<file path="src/logic/fcc_pkg.sv">
`default_nettype none
package fcc_pkg;
  // ==========================================================
  // register map
  localparam logic [7:0] FCC_CFG_A_OFS = 8'h00;
  localparam logic [7:0] FCC_CFG_B_OFS = 8'h01;
  localparam logic [7:0] FCC_CFG_A_RST = 8'hd4;
  localparam logic [7:0] FCC_CFG_B_RST = 8'h3d;
  // ==========================================================
  // first configuration register fields
  localparam int FCC_A_OVT_IE = 7;
  localparam int FCC_A_MODE_HI = 6;
  localparam int FCC_A_MODE_LO = 5;
  localparam int FCC_A_FAULT_EN = 4;
  localparam int FCC_A_POL = 3;
  localparam int FCC_A_SPD_IE = 2;
  localparam int FCC_A_GLB_IE = 1;
  localparam int FCC_A_START = 0;
  // second configuration register fields
  localparam int FCC_B_SRST = 7;
  // ==========================================================
  // timing
  localparam int FCC_CLK_PERIOD_NS = 100;
  localparam int FCC_PWM_TICK_NS = 1000;
  localparam int FCC_PWM_TICK_CYC =
    (FCC_PWM_TICK_NS + FCC_CLK_PERIOD_NS - 1) / FCC_CLK_PERIOD_NS;
  localparam int FCC_LOOP_PERIOD_NS = 100000;
  localparam int FCC_LOOP_CYC = FCC_LOOP_PERIOD_NS / FCC_CLK_PERIOD_NS;
  // ==========================================================
  // types
  typedef enum logic [1:0] {
    FCC_MODE_DUTY = 2'b00,
    FCC_MODE_SPEED = 2'b01,
    FCC_MODE_AUTO = 2'b10,
    FCC_MODE_MAX = 2'b11
  } fcc_mode_t;
  typedef enum logic [3:0] {
    FCC_ST_IDLE = 4'b0000,
    FCC_ST_ADDR = 4'b0001,
    FCC_ST_ADDR_ACK = 4'b0010,
    FCC_ST_CMD = 4'b0011,
    FCC_ST_CMD_ACK = 4'b0100,
    FCC_ST_WDATA = 4'b0101,
    FCC_ST_WDATA_ACK = 4'b0110,
    FCC_ST_RDATA = 4'b0111,
    FCC_ST_RDATA_ACK = 4'b1000
  } fcc_bus_t;
endpackage
`default_nettype wire

</file>
<file path="src/logic/fcc_fan_ctrl_config_regs.sv">
// Operation
// RULE1: overtemp enable set: either overtemp flag raises an interrupt.
// RULE2: overtemp enable clear: no alert from overtemp, pin still driven low.
// RULE3: two drive-select bits pick max, auto, software duty or speed mode.
// RULE4: max mode drives the larger of remote and local derived duty.
// RULE5: auto mode, the reset mode, derives duty from remote temperature.
// RULE6: software duty mode outputs the host-written duty value directly.
// RULE7: speed mode steps duty in a loop to hold speed_pulse_input at target_speed.
// RULE8: fault enable set makes fault pin active; clear keeps it released.
// RULE9: polarity 0 drives low at full duty; 1 releases high.
// RULE10: speed enable set: stall or speed limit flag pulls alert low.
// RULE11: speed enable clear: fan out-of-range gives no interrupt.
// RULE12: global alert enable gates the alert line; clear after reset.
// RULE13: monitoring start clear: only software duty mode works.
// RULE14: writing soft reset bit resets everything; bit reads zero. Code restores only cfg_a, cfg_b, loop_duty and the bus state.
// RULE15: soft reset acts on last data bit rising clock, no acknowledge.
// RULE16: all interrupts reach the host on the alert line.
// RULE17: host uses byte read and write transactions addressed by offset.
`timescale 1ns/1ns
`default_nettype none
module fcc_fan_ctrl_config_regs
  import fcc_pkg::*;
#(
  parameter logic [6:0] SLAVE_ADDR = 7'h18,
  parameter logic [7:0] TEMP_LOW = 8'h28,
  parameter logic [7:0] TEMP_HIGH = 8'h50
) (
  input wire logic clk,
  input wire logic rst_n,
  input wire logic smb_scl,
  input wire logic smb_sda_in,
  output logic smb_sda_out,
  output logic smb_sda_oe_n,
  output logic smb_alert_oe_n,
  input wire logic local_overtemp_flag,
  input wire logic remote_overtemp_flag,
  input wire logic fan_stall_flag,
  input wire logic speed_limit_flag,
  input wire logic [7:0] local_temp,
  input wire logic [7:0] remote_temp,
  input wire logic [7:0] duty_setting_reg,
  input wire logic [15:0] target_speed,
  input wire logic [15:0] speed_pulse_input,
  output logic overtemp_output_pin_n,
  output logic fault_oe_n,
  output logic speed_range_irq,
  output logic pwm_out,
  output logic pwm_oe_n,
  output logic soft_reset
);
  // ==========================================================
  // functions
  function automatic logic [7:0] temp_to_duty(input logic [7:0] t);
    logic [9:0] d;
    d = 10'h000;
    if (t <= TEMP_LOW) begin
      temp_to_duty = 8'h00;
    end else if (t >= TEMP_HIGH) begin
      temp_to_duty = 8'hff;
    end else begin
      d = {2'b00, t - TEMP_LOW} << 2;
      temp_to_duty = (d > 10'h0ff) ? 8'hff : d[7:0];
    end
  endfunction

  function automatic logic [7:0] read_reg(input logic [7:0] p,
    input logic [7:0] a, input logic [7:0] b);
    if (p == FCC_CFG_A_OFS) begin
      read_reg = a;
    end else if (p == FCC_CFG_B_OFS) begin
      read_reg = {1'b0, b[6:0]};
    end else begin
      read_reg = 8'h00;
    end
  endfunction

  // ==========================================================
  // bus slave
  fcc_bus_t st, next_st;
  logic [3:0] bitcnt, next_bitcnt;
  logic [7:0] shreg, next_shreg;
  logic [7:0] ptr, next_ptr;
  logic [7:0] dout, next_dout;
  logic rw, next_rw;
  logic drv, next_drv;
  logic wr_stb, next_wr_stb;
  logic next_soft_reset;
  logic scl_q, sda_q;
  logic scl_rise, scl_fall, bus_start, bus_stop;
  logic [7:0] cfg_a, next_cfg_a;
  logic [7:0] cfg_b, next_cfg_b;

  assign scl_rise = smb_scl & ~scl_q;
  assign scl_fall = ~smb_scl & scl_q;
  assign bus_start = smb_scl & scl_q & sda_q & ~smb_sda_in;
  assign bus_stop = smb_scl & scl_q & ~sda_q & smb_sda_in;

  always_comb begin
    next_st = st;
    next_bitcnt = bitcnt;
    next_shreg = shreg;
    next_ptr = ptr;
    next_dout = dout;
    next_rw = rw;
    next_drv = drv;
    next_wr_stb = 1'b0;
    next_soft_reset = 1'b0;
    if (bus_stop) begin
      next_st = FCC_ST_IDLE;
      next_drv = 1'b0;
    end else if (bus_start) begin
      next_st = FCC_ST_ADDR;
      next_bitcnt = 4'h0;
      next_drv = 1'b0;
    end else begin
      case (st)
        FCC_ST_ADDR, FCC_ST_CMD, FCC_ST_WDATA: begin
          if (scl_rise) begin
            next_shreg = {shreg[6:0], smb_sda_in};
            next_bitcnt = bitcnt + 4'h1;
            // reset before the ack slot, so no acknowledge follows
            if (st == FCC_ST_WDATA && bitcnt == 4'h7 &&
                ptr == FCC_CFG_B_OFS && shreg[6]) begin // RULE15
              next_soft_reset = 1'b1; // RULE14
              next_st = FCC_ST_IDLE;
            end
          end else if (scl_fall && bitcnt == 4'h8) begin
            next_bitcnt = 4'h0;
            next_drv = 1'b1;
            if (st == FCC_ST_ADDR) begin
              next_rw = shreg[0];
              next_st = FCC_ST_ADDR_ACK;
              if (shreg[7:1] != SLAVE_ADDR) begin
                next_st = FCC_ST_IDLE;
                next_drv = 1'b0;
              end
            end else if (st == FCC_ST_CMD) begin
              next_ptr = shreg; // RULE17
              next_st = FCC_ST_CMD_ACK;
            end else begin
              next_wr_stb = 1'b1; // RULE17
              next_st = FCC_ST_WDATA_ACK;
            end
          end
        end
        FCC_ST_ADDR_ACK: begin
          if (scl_fall) begin
            if (rw) begin
              next_dout = read_reg(ptr, cfg_a, cfg_b); // RULE17
              next_drv = ~next_dout[7];
              next_st = FCC_ST_RDATA;
            end else begin
              next_drv = 1'b0;
              next_st = FCC_ST_CMD;
            end
          end
        end
        FCC_ST_CMD_ACK, FCC_ST_WDATA_ACK: begin
          if (scl_fall) begin
            next_drv = 1'b0;
            next_st = FCC_ST_WDATA;
          end
        end
        FCC_ST_RDATA: begin
          if (scl_rise) begin
            next_bitcnt = bitcnt + 4'h1;
          end else if (scl_fall) begin
            if (bitcnt == 4'h8) begin
              next_drv = 1'b0;
              next_st = FCC_ST_RDATA_ACK;
            end else begin
              next_dout = {dout[6:0], 1'b0};
              next_drv = ~dout[6];
            end
          end
        end
        FCC_ST_RDATA_ACK: begin
          // master nack ends the read; ack sends the same byte again
          if (scl_rise && smb_sda_in) begin
            next_st = FCC_ST_IDLE;
          end else if (scl_fall) begin
            next_bitcnt = 4'h0;
            next_dout = read_reg(ptr, cfg_a, cfg_b);
            next_drv = ~next_dout[7];
            next_st = FCC_ST_RDATA;
          end
        end
        default: begin
          next_st = FCC_ST_IDLE;
          next_drv = 1'b0;
        end
      endcase
    end
  end

  always_ff @(posedge clk or negedge rst_n) begin
    if (!rst_n) begin
      st <= FCC_ST_IDLE;
      bitcnt <= 4'h0;
      shreg <= 8'h00;
      ptr <= 8'h00;
      dout <= 8'h00;
      rw <= 1'b0;
      drv <= 1'b0;
      wr_stb <= 1'b0;
      soft_reset <= 1'b0;
      scl_q <= 1'b1;
      sda_q <= 1'b1;
    end else begin
      st <= next_st;
      bitcnt <= next_bitcnt;
      shreg <= next_shreg;
      ptr <= next_ptr;
      dout <= next_dout;
      rw <= next_rw;
      drv <= next_drv;
      wr_stb <= next_wr_stb;
      soft_reset <= next_soft_reset;
      scl_q <= smb_scl;
      sda_q <= smb_sda_in;
    end
  end

  assign smb_sda_out = 1'b0;
  assign smb_sda_oe_n = ~drv;

  // ==========================================================
  // configuration registers
  always_comb begin
    next_cfg_a = cfg_a;
    next_cfg_b = cfg_b;
    if (soft_reset) begin
      next_cfg_a = FCC_CFG_A_RST; // RULE14
      next_cfg_b = FCC_CFG_B_RST & 8'h7f;
    end else if (wr_stb && ptr == FCC_CFG_A_OFS) begin
      next_cfg_a = shreg;
    end else if (wr_stb && ptr == FCC_CFG_B_OFS) begin
      next_cfg_b = {1'b0, shreg[6:0]}; // RULE14
    end
  end

  always_ff @(posedge clk or negedge rst_n) begin
    if (!rst_n) begin
      cfg_a <= FCC_CFG_A_RST;
      cfg_b <= FCC_CFG_B_RST & 8'h7f;
    end else begin
      cfg_a <= next_cfg_a;
      cfg_b <= next_cfg_b;
    end
  end

  // ==========================================================
  // duty selection, speed loop and pwm
  fcc_mode_t mode;
  logic [7:0] duty_now, rem_duty, loc_duty;
  logic [7:0] loop_duty, next_loop_duty;
  logic [7:0] pwm_cnt, next_pwm_cnt;
  logic [15:0] tick_cnt, next_tick_cnt;
  logic [15:0] loop_cnt, next_loop_cnt;
  logic pulse_on, ovt_any, spd_any, irq_any;
  logic next_pwm_out, next_pwm_oe_n, next_overtemp_output_pin_n;
  logic next_fault_oe_n, next_speed_range_irq, next_smb_alert_oe_n;

  assign mode = fcc_mode_t'({cfg_a[FCC_A_MODE_HI], cfg_a[FCC_A_MODE_LO]});
  assign rem_duty = temp_to_duty(remote_temp);
  assign loc_duty = temp_to_duty(local_temp);

  always_comb begin
    case (mode) // RULE3
      FCC_MODE_DUTY: duty_now = duty_setting_reg; // RULE6
      FCC_MODE_SPEED: duty_now = loop_duty; // RULE7
      FCC_MODE_AUTO: duty_now = rem_duty; // RULE5
      FCC_MODE_MAX: duty_now = (rem_duty > loc_duty) ? rem_duty :
        loc_duty; // RULE4
      default: duty_now = 8'h00;
    endcase
    if (!cfg_a[FCC_A_START] && mode != FCC_MODE_DUTY) begin
      duty_now = 8'h00; // RULE13
    end
  end

  always_comb begin
    next_tick_cnt = tick_cnt + 16'h0001;
    next_pwm_cnt = pwm_cnt;
    next_loop_cnt = loop_cnt + 16'h0001;
    next_loop_duty = loop_duty;
    if (tick_cnt == 16'(FCC_PWM_TICK_CYC - 1)) begin
      next_tick_cnt = 16'h0000;
      next_pwm_cnt = pwm_cnt + 8'h01;
    end
    if (loop_cnt == 16'(FCC_LOOP_CYC - 1)) begin
      next_loop_cnt = 16'h0000;
      // a larger speed_pulse_input count means a slower fan
      if (cfg_a[FCC_A_START] && mode == FCC_MODE_SPEED) begin // RULE7
        if (speed_pulse_input > target_speed && loop_duty != 8'hff) begin
          next_loop_duty = loop_duty + 8'h01;
        end else if (speed_pulse_input < target_speed &&
                     loop_duty != 8'h00) begin
          next_loop_duty = loop_duty - 8'h01;
        end
      end
    end
    if (soft_reset) begin
      next_loop_duty = 8'h00;
    end
    // inverted mode relies on an external pull-up for the on level
    next_pwm_out = cfg_a[FCC_A_POL] ? 1'b0 : ~pulse_on; // RULE9
    next_pwm_oe_n = cfg_a[FCC_A_POL] ? pulse_on : 1'b0; // RULE9
    next_overtemp_output_pin_n = ~ovt_any; // RULE2
    next_fault_oe_n = ~(cfg_a[FCC_A_FAULT_EN] & spd_any); // RULE8
    next_speed_range_irq = cfg_a[FCC_A_SPD_IE] & spd_any; // RULE10
    next_smb_alert_oe_n = ~(cfg_a[FCC_A_GLB_IE] & irq_any); // RULE12 RULE16
  end

  assign pulse_on = (duty_now == 8'hff) || (pwm_cnt < duty_now);
  assign ovt_any = local_overtemp_flag | remote_overtemp_flag;
  assign spd_any = fan_stall_flag | speed_limit_flag;
  assign irq_any = (cfg_a[FCC_A_OVT_IE] & ovt_any) | // RULE1 RULE2
    (cfg_a[FCC_A_SPD_IE] & spd_any); // RULE10 RULE11

  always_ff @(posedge clk or negedge rst_n) begin
    if (!rst_n) begin
      tick_cnt <= 16'h0000;
      pwm_cnt <= 8'h00;
      loop_cnt <= 16'h0000;
      loop_duty <= 8'h00;
      pwm_out <= 1'b1;
      pwm_oe_n <= 1'b0;
      overtemp_output_pin_n <= 1'b1;
      fault_oe_n <= 1'b1;
      speed_range_irq <= 1'b0;
      smb_alert_oe_n <= 1'b1;
    end else begin
      tick_cnt <= next_tick_cnt;
      pwm_cnt <= next_pwm_cnt;
      loop_cnt <= next_loop_cnt;
      loop_duty <= next_loop_duty;
      pwm_out <= next_pwm_out;
      pwm_oe_n <= next_pwm_oe_n;
      overtemp_output_pin_n <= next_overtemp_output_pin_n;
      fault_oe_n <= next_fault_oe_n;
      speed_range_irq <= next_speed_range_irq;
      smb_alert_oe_n <= next_smb_alert_oe_n;
    end
  end
endmodule
`default_nettype wire

</file>
<file path="config.mk">
export PLATFORM = sky130hd
export DESIGN_NAME = fcc_fan_ctrl_config_regs
export DESIGN_NICKNAME = d
export VERILOG_FILES = /design/src/logic/fcc_pkg.sv /design/src/logic/fcc_fan_ctrl_config_regs.sv
export SDC_FILE = /design/constraint.sdc
export NUM_CORES = 1
export LEC_CHECK = 0
export ABC_AREA = 1
export BUFFER_PORTS_ARGS = -buffer_cell sky130_fd_sc_hd__buf_2
export CORE_MARGIN = 8
export CORE_UTILIZATION = 30
export DETAILED_ROUTE_END_ITERATION = 6
export GPL_TIMING_DRIVEN = 0
export SLEW_MARGIN = 20
export SYNTH_ARGS = -nofsm -noshare
export SYNTH_HDL_FRONTEND = slang
export SYNTH_SLANG_ARGS = --single-unit
</file>
<file path="constraint.sdc">
create_clock -name clk -period 3.9 [get_ports clk]
set_input_delay 0.78 -clock clk [delete_from_list [all_inputs] [get_ports clk]]
set_output_delay 0.78 -clock clk [all_outputs]
set_load 0.01 [all_outputs]
</file>
Word-level counts from Yosys, hierarchy flattened
Cells that the tools add are included.
{"block": "totals", "elab_cells": 243, "ff_bits": 106, "n_memories": 0, "out_inout_bits": 9, "romBits": 0, "mem_bits_rw": 0, "latch_bits": 0, "in_bits": 64}
{"block": "classes", "n_reduce_logical": 35, "n_addsub": 8, "div_mod_pow": 0, "muxes": 94, "magnitude_cmp": 10, "n_eq_ne": 43, "n_shift": 0, "n_mul": 0, "bitwise_logic": 30}
{"op": "$mux 8", "count": 26}
{"op": "$mux 7", "count": 11}
{"op": "$mux 4", "count": 19}
{"op": "$ne 4x4->1 const B", "count": 10}
{"op": "$add 16x1->16 const B", "count": 2}
{"op": "$mux 16", "count": 2}
{"op": "$pmux 8 s4", "count": 1}
{"op": "$mux 1", "count": 28}
{"op": "$pmux 7 s3", "count": 1}
{"op": "$eq 4x3->1 const B", "count": 5}
{"op": "$gt 10x8->1 const B", "count": 2}
{"op": "$pmux 4 s5", "count": 1}
{"op": "$add 8x1->8 const B", "count": 2}
{"op": "$eq 16x10->1 const B", "count": 1}
{"op": "$eq 16x4->1 const B", "count": 1}
{"op": "$ge 8x7->1 const B", "count": 2}
{"op": "$gt 16x16->1", "count": 1}
{"op": "$le 8x6->1 const B", "count": 2}
{"op": "$lt 16x16->1", "count": 1}
{"op": "$ne 2x2->1 const B", "count": 8}
{"op": "$not 1->1", "count": 16}
{"op": "$reduce_and 8->1", "count": 2}
{"op": "$sub 8x6->8 const B", "count": 2}
{"op": "$ne 5x5->1 const B", "count": 3}
{"op": "37 further kinds", "count": 71}

Logic depth before layout (Yosys ltp)
{"block": "logic_depth", "ltp_word": 14, "mapped_depth": 30, "depth_no_buf": 29}

Worst setup path after synthesis
OpenSTA, ideal clock, no wires.
{"block": "synth_timing", "path_kind": "in2reg", "from": "input port remote_temp[4]", "to": "register pwm_oe_n", "arrival_ns": 3.677, "required_ns": 3.823, "setup_ns": 0.077, "path_buffers": 1, "path_slack_ns": 0.145, "cell_stages": 25, "cell_sequence": "inv_1 > ha_1 > nand3_1 > nand2_1 > nand2_1 > a21oi_2 > o21ai_0 > ha_1 > nand2_1 > nor2_1 > nand2_1 > nand2_1 > nand2_1 > buf_2 > nand2_1 > nand2_1 > o21bai_1 > a21oi_1 > inv_1 > ha_1 > nand2_1 > nor2_1 > a211oi_1 > nand2_1 > a21oi_1"}
{"block": "synth_via", "elab_chain_cells": 12, "word_cells_on_any_way": 15, "classes_between": "add/sub (1); order compare (5); eq/ne (1); mux (7); reduce/logical (1)"}
{"element": "from (decl)", "line": "fcc_fan_ctrl_config_regs.sv:40", "source": "input wire logic [7:0] remote_temp,"}
{"element": "$sub 8x6->8", "line": "fcc_fan_ctrl_config_regs.sv:61", "source": "d = {2'b00, t - TEMP_LOW} << 2;"}
{"element": "$gt 10x8->1", "line": "fcc_fan_ctrl_config_regs.sv:62", "source": "temp_to_duty = (d > 10'h0ff) ? 8'hff : d[7:0];"}
{"element": "$mux 8", "line": "fcc_fan_ctrl_config_regs.sv:62"}
{"element": "$mux 8", "line": "fcc_fan_ctrl_config_regs.sv:58", "source": "end else if (t >= TEMP_HIGH) begin"}
{"element": "$mux 8 *", "line": "fcc_fan_ctrl_config_regs.sv:56", "source": "if (t <= TEMP_LOW) begin"}
{"element": "$gt 8x8->1", "line": "fcc_fan_ctrl_config_regs.sv:273", "source": "FCC_MODE_MAX: duty_now = (rem_duty > loc_duty) ? rem_duty :"}
{"element": "$mux 8", "line": "fcc_fan_ctrl_config_regs.sv:273"}
{"element": "$pmux 8 s4 *", "line": "fcc_fan_ctrl_config_regs.sv:269", "source": "case (mode)"}
{"element": "$mux 8 *", "line": "fcc_fan_ctrl_config_regs.sv:277", "source": "if (!cfg_a[FCC_A_START] && mode != FCC_MODE_DUTY) begin"}
{"element": "$lt 8x8->1 or $eq 8x8->1 (tied branches)", "line": "fcc_fan_ctrl_config_regs.sv:315", "source": "assign pulse_on = (duty_now == 8'hff) || (pwm_cnt < duty_now);"}
{"element": "$logic_or 1x1->1 *", "line": "fcc_fan_ctrl_config_regs.sv:315"}
{"element": "$mux 1 *", "line": "fcc_fan_ctrl_config_regs.sv:308", "source": "next_pwm_oe_n = cfg_a[FCC_A_POL] ? pulse_on : 1'b0;"}
{"element": "net next_pwm_oe_n", "line": "fcc_fan_ctrl_config_regs.sv:261", "source": "logic next_pwm_out, next_pwm_oe_n, next_overtemp_output_pin_n;"}
{"element": "to (signal assigned)", "line": "fcc_fan_ctrl_config_regs.sv:339", "source": "pwm_oe_n <= next_pwm_oe_n;"}
{"element": "to (decl)", "line": "fcc_fan_ctrl_config_regs.sv:48", "source": "output logic pwm_oe_n,"}
The timed path passes the listed nets; every way through them passes the cells marked *.
A chain may end at the register's enable or synchronous reset.

Final worst setup path
Ends and elaborated chain as after synthesis.

==> results.toml <==
[clocking]
cts_buffer_depth = 2
cts.reportedPaths.clkPinSlew_ps = 70
cts_tree = "done"
cts_hold_buf = 0
cts_sinks = 106
clock_latency_ps = 350
cts_buffers = 9
cts_root_buf = "clkbuf_16"
htree_levels = 3

[final_layout]
syn_to_final_growth_pct = 21.3
finalNetCount = 1064
layout_common_cells = "inv_1, nand2_1, dfrtp_1, nor2_1, buf_2"
final_util_pct = 37.0
layout.cells.non_filler = 1239
drive_above_1_share_pct = 18.7
layout_commonest_cell = "inv_1"

[pwr]
power.leakage_nw = 4.00
p_total_mw = 3.33
ir_drop_uv = 237
powerDensity_nw_per_um2 = 413

[routing]
routed_wl_um = 16000
wl_per_cell_um = 12.9
ant_nets = 0
vias_per_cell = 4.76
first_pass_iters = 6
drt_iter0_drc = 320
dr_total_vias = 5894
drc_errors = 0

[timing]
max_freq_mhz = 271
finalMaxSlewViolations = 0
tightest_slew_ps = 879
min_period_over_period_pct = 94.7
finalHoldViolations = 0
setup_ws_ps = 206
fin_crit_ps = 3690
max-slew-margin-rel_pct = 40.5
skew_ps = 8.73
timing.hold.ws_ps = 380
setup_viol = 0

[die]
die_y_um = 165
row_count = 54
coreArea_um2 = 21800
dieArea_um2 = 27100
die_w_um = 165
num_io_pins = 73
start_util_pct = 30.5

[global_routing]
grt_pass1_wl_um = 26200
antenna_found_initial = 2
grt_max_degree = 56
first_global_vias = 5636
track_usage_pct = 11.8
overflow = 0

[placement]
place_ws_ps = -577
dp_cells = 1209
dp_hpwl_um = 12000
io_buffers = 71
gp_congestion = 0.839

[synth]
synth-async-reset-ratio_pct = 100
ys_seq_area_share_pct = 40.3
synth_seq_cells = 106
synth.distinct_cells = 48
syn-instance-count = 857
synthTopCellsByArea = "dfrtp_1, inv_1, ha_1"
synth_top_flop_cell = "dfrtp_1"
syn_area_per_cell_um2 = 7.74
netlist_area_um2 = 6640
synth_nets = 968
netlist.area_leader.share_pct = 34.3
synth_area_leader_cell = "dfrtp_1"
synth-edff-count = 0
synth_warnings = 0

[worst_setup_path]
worst_setup_path_end_kind = "flip-flop"
critPathRequiredTime_ps = 4180
crit_slowest_cell = "ha_1"
cp_common_cell = "nand2_2"
cp_slowest_stage_delay_ps = 290
critical_path_class = "input pin to flip-flop"
critPathLaunchType = "input pin"
worstPathMaxFanout = 9
crit_arrival_ps = 3970

[job]
drv_cap = 0

[min_path]
hold_class = "input pin to async pin"

[run_status]
status = "complete, no violations"
==> cell type report <==
| cell class | instances | area [um^2] |
|---|---|---|
| fill | 2264 | 13700 |
| multi-input combinational | 583 | 3550 |
| sequential | 106 | 2670 |
| inverter | 159 | 597 |
| timing repair buffer | 85 | 499 |
| tap | 280 | 350 |
| clock buffer | 11 | 243 |
| clock inverter | 5 | 85.1 |
| buffer | 9 | 50.0 |
| antenna | 1 | 2.50 |
==> final timing paths <==
check / startpoint / endpoint / slack, ps / cells past startpoint
setup / recovery: remote_temp[4] / pwm_oe_n / 210 / 25
hold / removal: rst_n / st[3] / 380 / 1
setup reg to reg: cfg_a[6] / pwm_oe_n / 1400 / 13
hold reg to reg: cfg_a[3] / pwm_out / 450 / 1
max in group asynchronous: rst_n / cfg_b[3] / 2830 / 2
min in group clk: cfg_a[3] / pwm_out / 450 / 1
==> what timing repair did <==
item / in CTS / in global routing
gates resized for setup: 8 / 53
buffers inserted: 0 / 13
pin swaps: 1 / 18
setup endpoints to repair: 2 / 2
==> synth_stat cells (3+ instances only) <==
| master | instances |
|---|---|
| a22oi_1 | 4 |
| nor3b_1 | 4 |
| nor2_1 | 89 |
| ha_1 | 46 |
| nor3_1 | 18 |
| o211ai_1 | 4 |
| clkbuf_1 | 5 |
| nand2_1 | 153 |
| o22ai_1 | 10 |
| inv_1 | 157 |
| a31oi_1 | 3 |
| nand4_1 | 19 |
| nor2_2 | 3 |
| a221oi_1 | 5 |
| a21oi_1 | 50 |
| dfrtp_1 | 91 |
| nand3_1 | 42 |
| o31ai_1 | 6 |
| nor4_1 | 9 |
| xnor2_1 | 5 |
| xor2_1 | 21 |
| dfstp_2 | 15 |
| o21ai_0 | 63 |
==> power by group <==
group | internal (mW) | switching, mW
registers | 1.24 | 0.0821
clock network | 0.584 | 0.418
logic | 0.372 | 0.630
total | 2.20 | 1.13
==> worst max-delay path: cells and delay by family <==
kind,cells,cell delay [ps]
and+or+nand+nor,13,1330
AOI/OAI and AO/OA,5,730
buffers and inverters,4,470
adders and majority gates,3,650
==> per-layer routing <==
metal | up-vias | GRT usage, % | routed length [um]
met3 | 22 | 2.57 | 959
met4 | 2 | 3.69 | 277
met5 | - | 0 | 12
li1 | 3022 | - | -
met1 | 2714 | 15.4 | 7520
met2 | 134 | 19.1 | 7230
==> state kept, by name (all words and copies together) (netlist names), 4 cells and up <==
register   count
loop_cnt      16
tick_cnt      16
cfg_a          8
loop_duty      8
ptr            8
pwm_cnt        8
shreg          8
cfg_b          7
dout           7
bitcnt         4
st             4
==> cells by family after synthesis <==
group                    after synthesis  share of synthesized area [%]
flip-flops                           106                           40.3
AND/OR/NAND/NOR                      347                           23.2
other                                  1                         0.0565
XOR/XNOR                              26                           3.43
adder cells (fa/ha/maj)               47                           8.97
buffers and inverters                168                           9.65
AO/OA/AOI/OAI                        162                           14.4
==> through the flow <==
stage | instance area, um^2 | setup TNS (ps)
after floorplan | 6640 | 0
after global placement | 7340 | -1120
after detailed placement | 7380 | -1110
after CTS | 7720 | 0
after global routing | 8050 | -207
final | 8050 | 0
Power figures use the tool's default switching activity.
